## src/inc/pcs_map.vh

```
// constants for the clock synthesizer control block
`ifndef PCS_MAP_VH
`define PCS_MAP_VH
// ---------------------------------------------
// field widths
// ---------------------------------------------
`define PCS_FRAC_W 16
`define PCS_MULT_W 8
`define PCS_DIV_W 8
`define PCS_PH_W 8
`define PCS_ACC_W 17
// ---------------------------------------------
// divider limits and reset values
// ---------------------------------------------
`define PCS_DIV_MIN 8'h01
`define PCS_DIV_MAX 8'h80
`define PCS_DIV_ONE 8'h01
`define PCS_MULT_RST 8'h01
// ---------------------------------------------
// lock detector
// ---------------------------------------------
`define PCS_LOCK_W 8
`define PCS_LOCK_CNT 8'h40
`define PCS_LOCK_TOL 8'h02
`endif

```

## src/logic/pcs_synth_ctrl.v

```verilog
// control face of the fractional-n clock synthesizer
// Behaviour
// - reference source pin or routing, configurable
// - feedback source routing or pin, configurable
// - feedback divider sets frequency multiplication
// - fractional multiplication with 16-bit resolution
// - each output owns an independent divider
// - output divide values 1 through 128
// - output dividers can be cascaded
// - outputs drive clock network or routing
// - lock rises on lock, falls on loss
// - secondary outputs take programmable phase shift
`timescale 1ns/1ps
module pcs_synth_ctrl (
  // clock and reset
  input wire i_clk,
  input wire i_resetn,
  // reference and feedback clock sources, asynchronous
  input wire i_ref_clk_pin,
  input wire i_ref_clk_route,
  input wire i_fb_clk_pin,
  input wire i_fb_clk_route,
  // source selection
  input wire i_ref_sel_route,
  input wire i_fb_sel_pin,
  // feedback multiplication, integer and fraction
  input wire [7:0] i_mult_int,
  input wire [15:0] i_mult_frac,
  // output dividers
  input wire [7:0] i_div_p,
  input wire [7:0] i_div_a,
  input wire [7:0] i_div_b,
  input wire [7:0] i_div_c,
  // cascade: secondary output n is fed by output n-1
  input wire [2:0] i_cascade,
  // phase offsets of secondary outputs in source ticks
  input wire [7:0] i_phase_a,
  input wire [7:0] i_phase_b,
  input wire [7:0] i_phase_c,
  // destination: 1 = clock network, 0 = general routing
  input wire [3:0] i_to_clk_net,
  // clock outputs, network copies
  output reg o_primary_clk_out,
  output reg o_secondary_clk_out_a,
  output reg o_secondary_clk_out_b,
  output reg o_secondary_clk_out_c,
  // clock outputs, general routing copies
  output reg [3:0] o_route_clk,
  // status
  output reg o_lock
);
`include "pcs_map.vh"
  // ---------------------------------------------
  // input synchronisers
  // ---------------------------------------------
  reg [3:0] sync1; // first stage, read only by sync2
  reg [3:0] sync2; // second stage
  reg ref_prev; // edge detect on selected reference
  reg fb_prev; // edge detect on selected feedback
  wire ref_now;
  wire fb_now;
  wire ref_edge;
  wire fb_edge;
  always @(posedge i_clk or negedge i_resetn) begin
    if (!i_resetn) begin
      sync1 <= 4'h0;
      sync2 <= 4'h0;
      ref_prev <= 1'b0;
      fb_prev <= 1'b0;
    end else begin
      sync1 <= {i_fb_clk_route, i_fb_clk_pin, i_ref_clk_route, i_ref_clk_pin};
      sync2 <= sync1;
      ref_prev <= ref_now;
      fb_prev <= fb_now;
    end
  end
  assign ref_now = i_ref_sel_route ? sync2[1] : sync2[0];
  assign fb_now = i_fb_sel_pin ? sync2[2] : sync2[3];
  assign ref_edge = ref_now & ~ref_prev;
  assign fb_edge = fb_now & ~fb_prev;
  // ---------------------------------------------
  // settings change detect
  // ---------------------------------------------
  // any change to divider settings drops lock and restarts the outputs
  reg [55:0] cfg_prev;
  wire [55:0] cfg_now;
  wire cfg_change;
  assign cfg_now = {i_mult_int, i_mult_frac, i_div_p, i_div_a, i_div_b, i_div_c};
  assign cfg_change = (cfg_now != cfg_prev);
  always @(posedge i_clk or negedge i_resetn) begin
    if (!i_resetn) begin
      cfg_prev <= 56'h0;
    end else begin
      cfg_prev <= cfg_now;
    end
  end
  // ---------------------------------------------
  // fractional-n synthesis tick generator
  // ---------------------------------------------
  // each reference edge adds mult_int (1 when zero) + frac/65536 ticks; ticks are spread
  // one per system clock, so the product must stay below the clock rate
  reg [15:0] frac_acc; // fractional phase accumulator
  reg [8:0] owed; // whole synthesized ticks still to emit
  reg vco_tick; // one synthesized tick
  wire [16:0] frac_sum;
  wire [7:0] mult_safe;
  assign frac_sum = {1'b0, frac_acc} + {1'b0, i_mult_frac};
  assign mult_safe = (i_mult_int == 8'h00) ? `PCS_MULT_RST : i_mult_int;
  always @(posedge i_clk or negedge i_resetn) begin
    if (!i_resetn) begin
      frac_acc <= 16'h0000;
      owed <= 9'h000;
      vco_tick <= 1'b0;
    end else if (cfg_change) begin
      frac_acc <= 16'h0000;
      owed <= 9'h000;
      vco_tick <= 1'b0;
    end else begin
      vco_tick <= (owed != 9'h000);
      if (ref_edge) begin
        frac_acc <= frac_sum[15:0];
        owed <= owed + {1'b0, mult_safe} + {8'h00, frac_sum[16]}
                - {8'h00, (owed != 9'h000)};
      end else if (owed != 9'h000) begin
        owed <= owed - 9'h001;
      end
    end
  end
  // ---------------------------------------------
  // output dividers
  // ---------------------------------------------
  wire [3:0] div_clk;
  wire [3:0] div_tick;
  wire [3:0] src_tick;
  wire [31:0] div_set;
  wire [31:0] ph_set;
  assign div_set = {i_div_c, i_div_b, i_div_a, i_div_p};
  assign ph_set = {i_phase_c, i_phase_b, i_phase_a, 8'h00};
  assign src_tick[0] = vco_tick;
  genvar g;
  generate
    for (g = 0; g < 4; g = g + 1) begin : gen_div
      if (g > 0) begin : gen_src
        // chain this divider behind the previous one when asked
        assign src_tick[g] = i_cascade[g-1] ? div_tick[g-1] : vco_tick;
      end
      pcs_out_div u_div (
        .i_clk(i_clk),
        .i_resetn(i_resetn),
        .i_tick(src_tick[g]),
        .i_restart(cfg_change),
        .i_div(div_set[g*8+7:g*8]),
        .i_phase(ph_set[g*8+7:g*8]),
        .o_clk(div_clk[g]),
        .o_tick(div_tick[g])
      );
    end
  endgenerate
  // ---------------------------------------------
  // output steering
  // ---------------------------------------------
  // the unused copy is held low so it draws no toggling power
  always @(posedge i_clk or negedge i_resetn) begin
    if (!i_resetn) begin
      o_primary_clk_out <= 1'b0;
      o_secondary_clk_out_a <= 1'b0;
      o_secondary_clk_out_b <= 1'b0;
      o_secondary_clk_out_c <= 1'b0;
      o_route_clk <= 4'h0;
    end else begin
      o_primary_clk_out <= div_clk[0] & i_to_clk_net[0];
      o_secondary_clk_out_a <= div_clk[1] & i_to_clk_net[1];
      o_secondary_clk_out_b <= div_clk[2] & i_to_clk_net[2];
      o_secondary_clk_out_c <= div_clk[3] & i_to_clk_net[3];
      o_route_clk <= div_clk & ~i_to_clk_net;
    end
  end
  // ---------------------------------------------
  // lock detector
  // ---------------------------------------------
  // feedback edges are counted against reference edges over a window;
  // lock needs a run of good windows, one bad window drops it
  reg [7:0] ref_cnt; // reference edges in window
  reg [7:0] fb_cnt; // feedback edges in window
  reg [7:0] good_cnt; // consecutive good windows
  wire win_end;
  wire win_good;
  wire [7:0] diff;
  assign win_end = ref_edge & (ref_cnt == `PCS_LOCK_CNT);
  assign diff = (fb_cnt > ref_cnt) ? (fb_cnt - ref_cnt) : (ref_cnt - fb_cnt);
  assign win_good = (diff <= `PCS_LOCK_TOL);
  always @(posedge i_clk or negedge i_resetn) begin
    if (!i_resetn) begin
      ref_cnt <= 8'h00;
      fb_cnt <= 8'h00;
      good_cnt <= 8'h00;
      o_lock <= 1'b0;
    end else if (cfg_change) begin
      ref_cnt <= 8'h00;
      fb_cnt <= 8'h00;
      good_cnt <= 8'h00;
      o_lock <= 1'b0;
    end else if (win_end) begin
      ref_cnt <= 8'h00;
      fb_cnt <= {7'h00, fb_edge};
      if (win_good) begin
        // saturate the run counter
        if (good_cnt != `PCS_LOCK_TOL) begin
          good_cnt <= good_cnt + 8'h01;
        end
        o_lock <= (good_cnt == `PCS_LOCK_TOL);
      end else begin
        good_cnt <= 8'h00;
        o_lock <= 1'b0;
      end
    end else begin
      ref_cnt <= ref_cnt + {7'h00, ref_edge};
      // saturate so a runaway feedback cannot wrap to a good count
      if (fb_edge && fb_cnt != 8'hff) begin
        fb_cnt <= fb_cnt + 8'h01;
      end
    end
  end
endmodule

```

## src/logic/pcs_out_div.v

```verilog
// one output divider with phase offset
`timescale 1ns/1ps
module pcs_out_div (
  // clock and reset
  input wire i_clk,
  input wire i_resetn,
  // control
  input wire i_tick,
  input wire i_restart,
  input wire [7:0] i_div,
  input wire [7:0] i_phase,
  // output
  output reg o_clk,
  output reg o_tick
);
`include "pcs_map.vh"
  // ---------------------------------------------
  // divider counter
  // ---------------------------------------------
  reg [7:0] count; // ticks counted so far in this period
  wire [7:0] div_safe; // clamped to the legal range
  wire [7:0] half; // high phase length
  assign div_safe = (i_div < `PCS_DIV_MIN) ? `PCS_DIV_MIN :
                    (i_div > `PCS_DIV_MAX) ? `PCS_DIV_MAX : i_div;
  assign half = {1'b0, div_safe[7:1]};
  // counter loads the phase offset on restart, so outputs skew vs primary
  always @(posedge i_clk or negedge i_resetn) begin
    if (!i_resetn) begin
      count <= 8'h00;
      o_clk <= 1'b0;
      o_tick <= 1'b0;
    end else if (i_restart) begin
      count <= i_phase;
      o_clk <= 1'b0;
      o_tick <= 1'b0;
    end else if (i_tick) begin
      // one period is div_safe input ticks
      if (count >= div_safe - `PCS_DIV_ONE) begin
        count <= 8'h00;
        o_tick <= 1'b1;
      end else begin
        count <= count + `PCS_DIV_ONE;
        o_tick <= 1'b0;
      end
      // divide by one passes the tick train as the clock
      o_clk <= (div_safe == `PCS_DIV_ONE) ? 1'b1 : (count < half);
    end else begin
      o_tick <= 1'b0;
      if (div_safe == `PCS_DIV_ONE) begin
        o_clk <= 1'b0;
      end
    end
  end
endmodule

```

## config.mk

```make
export PLATFORM = sky130hd
export DESIGN_NAME = pcs_synth_ctrl
export DESIGN_NICKNAME = d
export VERILOG_FILES = /design/src/logic/pcs_synth_ctrl.v /design/src/logic/pcs_out_div.v
export VERILOG_INCLUDE_DIRS = /design/src /design/src/inc
export SDC_FILE = /design/constraint.sdc
export NUM_CORES = 1
export LEC_CHECK = 0
export ABC_AREA = 0
export BUFFER_PORTS_ARGS = -buffer_cell sky130_fd_sc_hd__buf_2
export CAP_MARGIN = 0
export CORE_MARGIN = 2
export CORE_UTILIZATION = 40
export CTS_CLUSTER_SIZE = 24
export DETAILED_ROUTE_END_ITERATION = 6
export SYNTH_ARGS = -nofsm -noshare
export SYNTH_HDL_FRONTEND = slang
export SYNTH_SLANG_ARGS = --single-unit
export TNS_END_PERCENT = 1
```

## constraint.sdc

```tcl
create_clock -name i_clk -period 4.3 [get_ports i_clk]
set_input_delay 0.215 -clock i_clk [delete_from_list [all_inputs] [get_ports i_clk]]
set_output_delay 0.215 -clock i_clk [all_outputs]
set_load 0.02 [all_outputs]
```

---- Yosys cells after proc, flatten, opt, wreduce, memory -nomap -nowiden ----
Cells that the tools add are included.
storage, ports and cells
  register bits ........................... 164
  bits in latches ......................... 0
  bits in writable memories ............... 0
  bits in read-only memories .............. 0
  input port bits ......................... 95
  word-level logic and storage cells ...... 171
  memories kept ........................... 0
cells by class
  add/sub/neg operators ................... 18
  multiply operators ...................... 0
  divide/modulo/power cells ............... 0
  magnitude comparators ................... 18
  equal/unequal tests ..................... 10
  shift operators ......................... 0
  muxes and demuxes ....................... 70
  bitwise gates (word level) .............. 11
  reduce and logical (&&, ||, !) cells .... 16
operator list
  cell                                                                          number
  8-bit 2-to-1 mux                                                              31
  56-bit != test                                                                1
  8-bit by 1-bit adder with 8-bit output, second input constant                 6
  1-bit 2-to-1 mux                                                              34
  8-bit by 1-bit == test with 1-bit output, second input constant               4
  8-bit >= comparator                                                           4
  8-bit > comparator, second input constant                                     4
  8-bit by 1-bit less-than comparator with 1-bit output, second input constant  4
  8-bit by 7-bit less-than comparator with 1-bit output                         4
  16-bit 2-to-1 mux                                                             2
  8-bit by 1-bit subtractor with 8-bit output, second input constant            4
  9-bit 2-to-1 mux                                                              3
  3-bit nonzero test                                                            6
  16-bit by 16-bit adder with 17-bit output                                     1
  8-bit subtractor                                                              2
  2-bit nonzero test                                                            6
  9-bit by 1-bit adder with 9-bit output                                        1
  9-bit by 8-bit adder with 9-bit output                                        1
  9-bit nonzero test                                                            1
  9-bit by 1-bit subtractor with 9-bit output                                   1
  9-bit by 1-bit subtractor with 9-bit output, second input constant            1
  8-bit by 1-bit adder with 8-bit output                                        1
  8-bit by 2-bit == test with 1-bit output, second input constant               1
  8-bit by 7-bit == test with 1-bit output, second input constant               1
  other kinds (12)                                                              19

---- Depth between registers and ports, before layout ----
  depth after elaboration ................. 8
  depth in mapped cells ................... 21
  mapped depth without buffers ............ 21

---- Modules after synthesis ----
From an unflattened synthesis, not the netlist that was laid out.
second synthesis, totals
  cells, all modules ...................... 1,226
  area, all modules ....................... 11,407.2 µm²
modules (own cells, without submodules)
  module                               instances  cells an instance  area an instance (µm²)  sequential area each (µm²)
  pcs_synth_ctrl                       1          692                7,033.0                 3,128.0
  pcs_out_div at gen_div[1].u_div ...  2          137                1,102.3                 250.2
  pcs_out_div at gen_div[0].u_div ...  2          130                1,084.8                 250.2

---- Worst setup path before layout ----
Ideal clock, no wire load.
  kind .................................... register to register
  start ................................... reg frac_acc[0]
  end ..................................... reg owed[8]
  arrival time ............................ 4.123 ns
  data required time ...................... 4.228 ns
  slack ................................... 0.105 ns
  stages on the path, launching flop included .. 22
  buffers on the path ..................... 0
  period minus slack after synthesis ...... 4.195 ns
  cell sequence ........................... dfrtp_1 ha_1 inv_1 fa_1 nand2b_1 a21oi_1 o2111ai_1 nand2_1 a31oi_1 o21bai_1 a21oi_1 ha_1 fa_1 fa_1 nor2b_1 o21ai_0 a21boi_1 o21a_1 o41ai_1 mux2i_1 mux2_2 nor2_1
on the way
  longest elaborated chain between the ends .. 5
ends and longest elaborated chain
  element                                      RTL line              source
  from (decl)                                  pcs_synth_ctrl.v:102  reg [15:0] frac_acc;
  from (signal assigned)                       pcs_synth_ctrl.v:121  frac_acc <= frac_sum[15:0];
  16-bit by 16-bit adder with 17-bit output    pcs_synth_ctrl.v:107  assign frac_sum = {1'b0, frac_acc} + {1'b0, i_mult_frac};
  9-bit by 1-bit adder with 9-bit output       pcs_synth_ctrl.v:122  owed <= owed + {1'b0, mult_safe} + {8'h00, frac_sum[16]}
  9-bit by 1-bit subtractor with 9-bit output  pcs_synth_ctrl.v:123  - {8'h00, (owed != 9'h000)};
  9-bit 2-to-1 mux                             pcs_synth_ctrl.v:120  if (ref_edge) begin
  9-bit 2-to-1 mux                             pcs_synth_ctrl.v:114  end else if (cfg_change) begin
  to (signal assigned)                         pcs_synth_ctrl.v:122
  to (signal assigned)                         pcs_synth_ctrl.v:125  owed <= owed - 9'h001;
  to (decl)                                    pcs_synth_ctrl.v:103  reg [8:0] owed;
No other way between the ends.
A chain may end at the register's enable or synchronous reset.

---- Final worst setup path ----
Ends and elaborated chain as after synthesis.

==> impl_metrics.csv <==
group,metric,value,unit
status,status,"finished clean",
detailed_routing,drtAntennaViolNets,0,
setup_path,crit_path_max_fanout,2,
sta,setup_viol,0,
placement,detailed_place_hpwl,20200,um
floorplan,die-area,29100,sq um
sta,holdWs,17.5,ps
logic_synthesis,yosysWarnings,0,
sta,slew_headroom,26.2,%
cts,cts_buffer_depth,2,
power,vdd_ir_drop_max,209,uV
floorplan,die_h,171,um
power,p_clk_share,43.3,%
sta,rsz0062_at_grt,"true",
placement,place_ws,-158,ps
power,switching_share,25.7,%
logic_synthesis,synthFlopType,"dfrtp_1",
detailed_routing,dr.pass1.iters,4,
setup_path,critical_path.endpoint_type,"register",
floorplan,num_rows,61,
global_route,grt_pass1_wl,46100,um
setup_path,crit_top_cell,"fa_2",
sta,clock_skew,12.8,ps
sta,tightest_slew,1110,ps
logic_synthesis,synth_edf_count,0,
sta,period_minus_slack,4210,ps
sta,fin_setup_tns,0,ps
cts,cts_tree,"yes",
logic_synthesis,synth.distinct_cells,77,
min_path,hold_path.class,"in2reg",
sta,maxSlewViolCount,0,
logic_synthesis,ys_seq_area_share,36.9,%
global_route,grt_pass1_vias,9245,
setup_path,critPathLaunchType,"register",
detailed_routing,routedWlPerCell,15.5,um
power,power-per-cell-area,280,nW/um^2
placement,io_buffer_count,103,
detailed_routing,num_vias,9301,
sta,fmax,237,MHz
logic_synthesis,ys_seq_elements,164,
floorplan,die_w,171,um
logic_synthesis,syn_area,11100,sq um
cts,htree_num_levels,4,
layout,final_layout_size_suffix_gt1_share,14.8,%
logic_synthesis,async_flop_share,100,%
detailed_routing,drt-total-wl,27800,um
setup_path,arrival,4580,ps
sta,hold_viol,0,
power,p_leak,6.22,nW
setup_path,critPathSlowestCell,"fa_2",
floorplan,start_util,40.3,%
setup_path,slowest_delay,420,ps
detailed_routing,post-route-drc-count,0,
cts,clk_latency,440,ps
power,p_int,2.85,mW
cts,cts_buffers,17,
cts,cts_num_sinks,164,
run,maxCapViolations,0,
power,combPwrFrac,14.5,%
layout,fin_nets,1622,
global_route,grt_overflow_total,0,
placement,place.gp.congestion,0.820,
floorplan,ioPinCount,104,
power,seq_power_share,42.2,%
sta,final.period_utilization,98.0,%
layout,utilization,49.8,%
sta,setup_slack,85.6,ps
cts,cts_root_buffer,"clkbuf_16",
detailed_routing,drtIter0Drc,587,
detailed_routing,vias_per_cell,5.19,
logic_synthesis,syn_inst,1195,
global_route,antenna_found_initial,0,
global_route,grt_max_degree,108,
floorplan,coreArea,27600,sq um
layout,synthToLayoutAreaGrowth,23.5,%
global_route,grt_usage,19.9,%
setup_path,worstPathRequired,4670,ps
logic_synthesis,avgSynthCellArea,9.30,sq um
cts,clkSlewWorstSetupHoldPaths,70,ps
power,power_switching,0.987,mW
setup_path,critPathKind,"reg2reg",
setup_path,cp_cell_sequence,"ha_4, inv_2, fa_2, nand2b_4, a21oi_4, o2111ai_2, nand2_2, a31oi_2, o21bai_1, a21oi_1, ha_1, fa_2, fa_2, nor2b_1, o21ai_1, a21boi_1, o21a_1, o41ai_2, mux2i_1, mux2_2, nor2_2",
layout,diodes,0,
power groups by stage:
stage          registers (mW)  logic [mW]  clock network (mW)
6_report                 1.62       0.554                1.66
5_1_grt                  1.62       0.627                1.77
4_1_cts                  1.62       0.554                1.70
3_5_place_dp             1.65       0.488                   0
3_3_place_gp             1.65       0.478                   0
2_1_floorplan            1.64       0.291                   0
per-layer routing:
metal | vias to the layer above | part of all wire [%] | track usage (%)
met5 | - | 0 | 0
met4 | 0 | 1.3 | 5.61
met3 | 29 | 3.3 | 3.03
met2 | 149 | 47 | 32.3
met1 | 4496 | 49 | 27.5
li1 | 4627 | - | -
synth_stat cells (5+ instances only):
master	n	area share (%)
o41a_1	5	0.51
o21ai_0	76	3.4
nand2_1	107	3.6
nand4_1	13	0.73
xnor2_1	75	5.9
a211oi_1	14	0.95
a21o_1	16	1.1
mux2_2	5	0.51
mux2i_1	9	0.81
nor2b_1	22	1.2
a22oi_1	9	0.61
o21ai_1	22	0.99
a21oi_1	82	3.7
nor2_4	10	1.0
nand3_1	41	1.8
nor3_1	23	1.0
nor2_1	56	1.9
or3_1	15	0.84
inv_1	78	2.6
and3_1	29	1.6
clkbuf_1	21	0.71
ha_1	120	14
fa_1	5	0.90
o21a_1	11	0.74
xor2_1	32	2.5
dfrtp_1	164	37
nand2b_1	18	1.0
or3b_1	10	0.79
nor4b_1	9	0.71
nor4_1	17	0.96
and2_1	10	0.56
a2bb2oi_1	6	0.47
critical path: cells and delay by family, from the launching register on:
| family | cells | cell delay (ps) |
|---|---|---|
| mux | 2 | 510 |
| fa+ha+maj | 5 | 1660 |
| simple gates | 4 | 450 |
| buf+inv | 1 | 40 |
| compound gates | 9 | 1110 |
| flops | 1 | 390 |
placed cells by master, fill, tap and decap left out, drive strengths merged, types with 9 or more instances in the layout:
cell,instances
and2,10
xor2,32
o21ai,98
nand2,108
xnor2,75
nand3,42
and3,29
nor4,17
dfrtp,164
nand4,14
nor4b,9
a21o,16
a21oi,85
nor2,68
inv,80
mux2i,9
dlygate4sd3,82
nor3,24
or3b,11
or3,15
nand2b,19
a22oi,9
ha,120
a211oi,14
buf,130
clkbuf,21
o21a,11
nor2b,24
what timing repair did:
item                                    in CTS  in global routing
endpoints found under the setup margin       1                  3
buffers inserted                             3                  4
hold endpoints to repair                   190                  0
resized for setup                            6                 13
hold buffers                                82                  0
pin swaps                                    4                 14
cell type report:
type	instances	area, sq um
well taps	378	473
repair buffers	212	1550
multi-input cells	925	6650
fillers	2579	13800
flip-flops and latches	164	4100
inverters	82	308
clock buffers	21	460
clock inverters	11	175
flip-flops by register name, indices dropped and copies added (netlist names), 4 cells and up:
name	cells
good_cnt	8
gen_div.u_div.count	32
sync2	4
gen_div.u_div.o_clk	4
ref_cnt	8
frac_acc	16
owed	9
sync1	4
fb_cnt	8
cfg_prev	56
o_route_clk	4
path summary, 6_finish.rpt:
path / startpoint / endpoint / slack [ps] / depth (start not counted)
max in group asynchronous: i_resetn / owed[4]$_DFFE_PN0P_ / 2760 / 3
worst max-delay path: frac_acc[0]$_DFFE_PN0P_ / owed[8]$_DFFE_PN0P_ / 90 / 21
min in group asynchronous: i_resetn / cfg_prev[44]$_DFF_PN0_ / 510 / 2
worst min register to register: sync1[2]$_DFF_PN0_ / sync2[2]$_DFF_PN0_ / 350 / 0
worst min-delay path: i_phase_c[2] / gen_div[3].u_div.count[2]$_DFFE_PN0P_ / 20 / 3
worst max register to register: frac_acc[0]$_DFFE_PN0P_ / owed[8]$_DFFE_PN0P_ / 90 / 21
cells by family after synthesis:
logic type	synth area share, %
AO/OA/AOI/OAI	14.9
XOR/XNOR	8.44
adder cells (fa/ha/maj)	14.4
buffers and inverters	3.95
flip-flops	36.9
multiplexers	1.32
other	0.0338
AND/OR/NAND/NOR	20.0
metrics by stage:
| stage | cell area (sq um) | power [mW] | cells |
|---|---|---|---|
| after detailed placement | 12100 | 2.13 | 1672 |
| after floorplan | 11100 | 1.93 | 1198 |
| after CTS | 13600 | 3.87 | 1789 |
| after global routing | 13700 | 4.02 | 1793 |
| final | 13700 | 3.84 | 1793 |
| after global placement | 12100 | 2.12 | 1672 |
No activity file was read; power rests on OpenSTA's default activity.
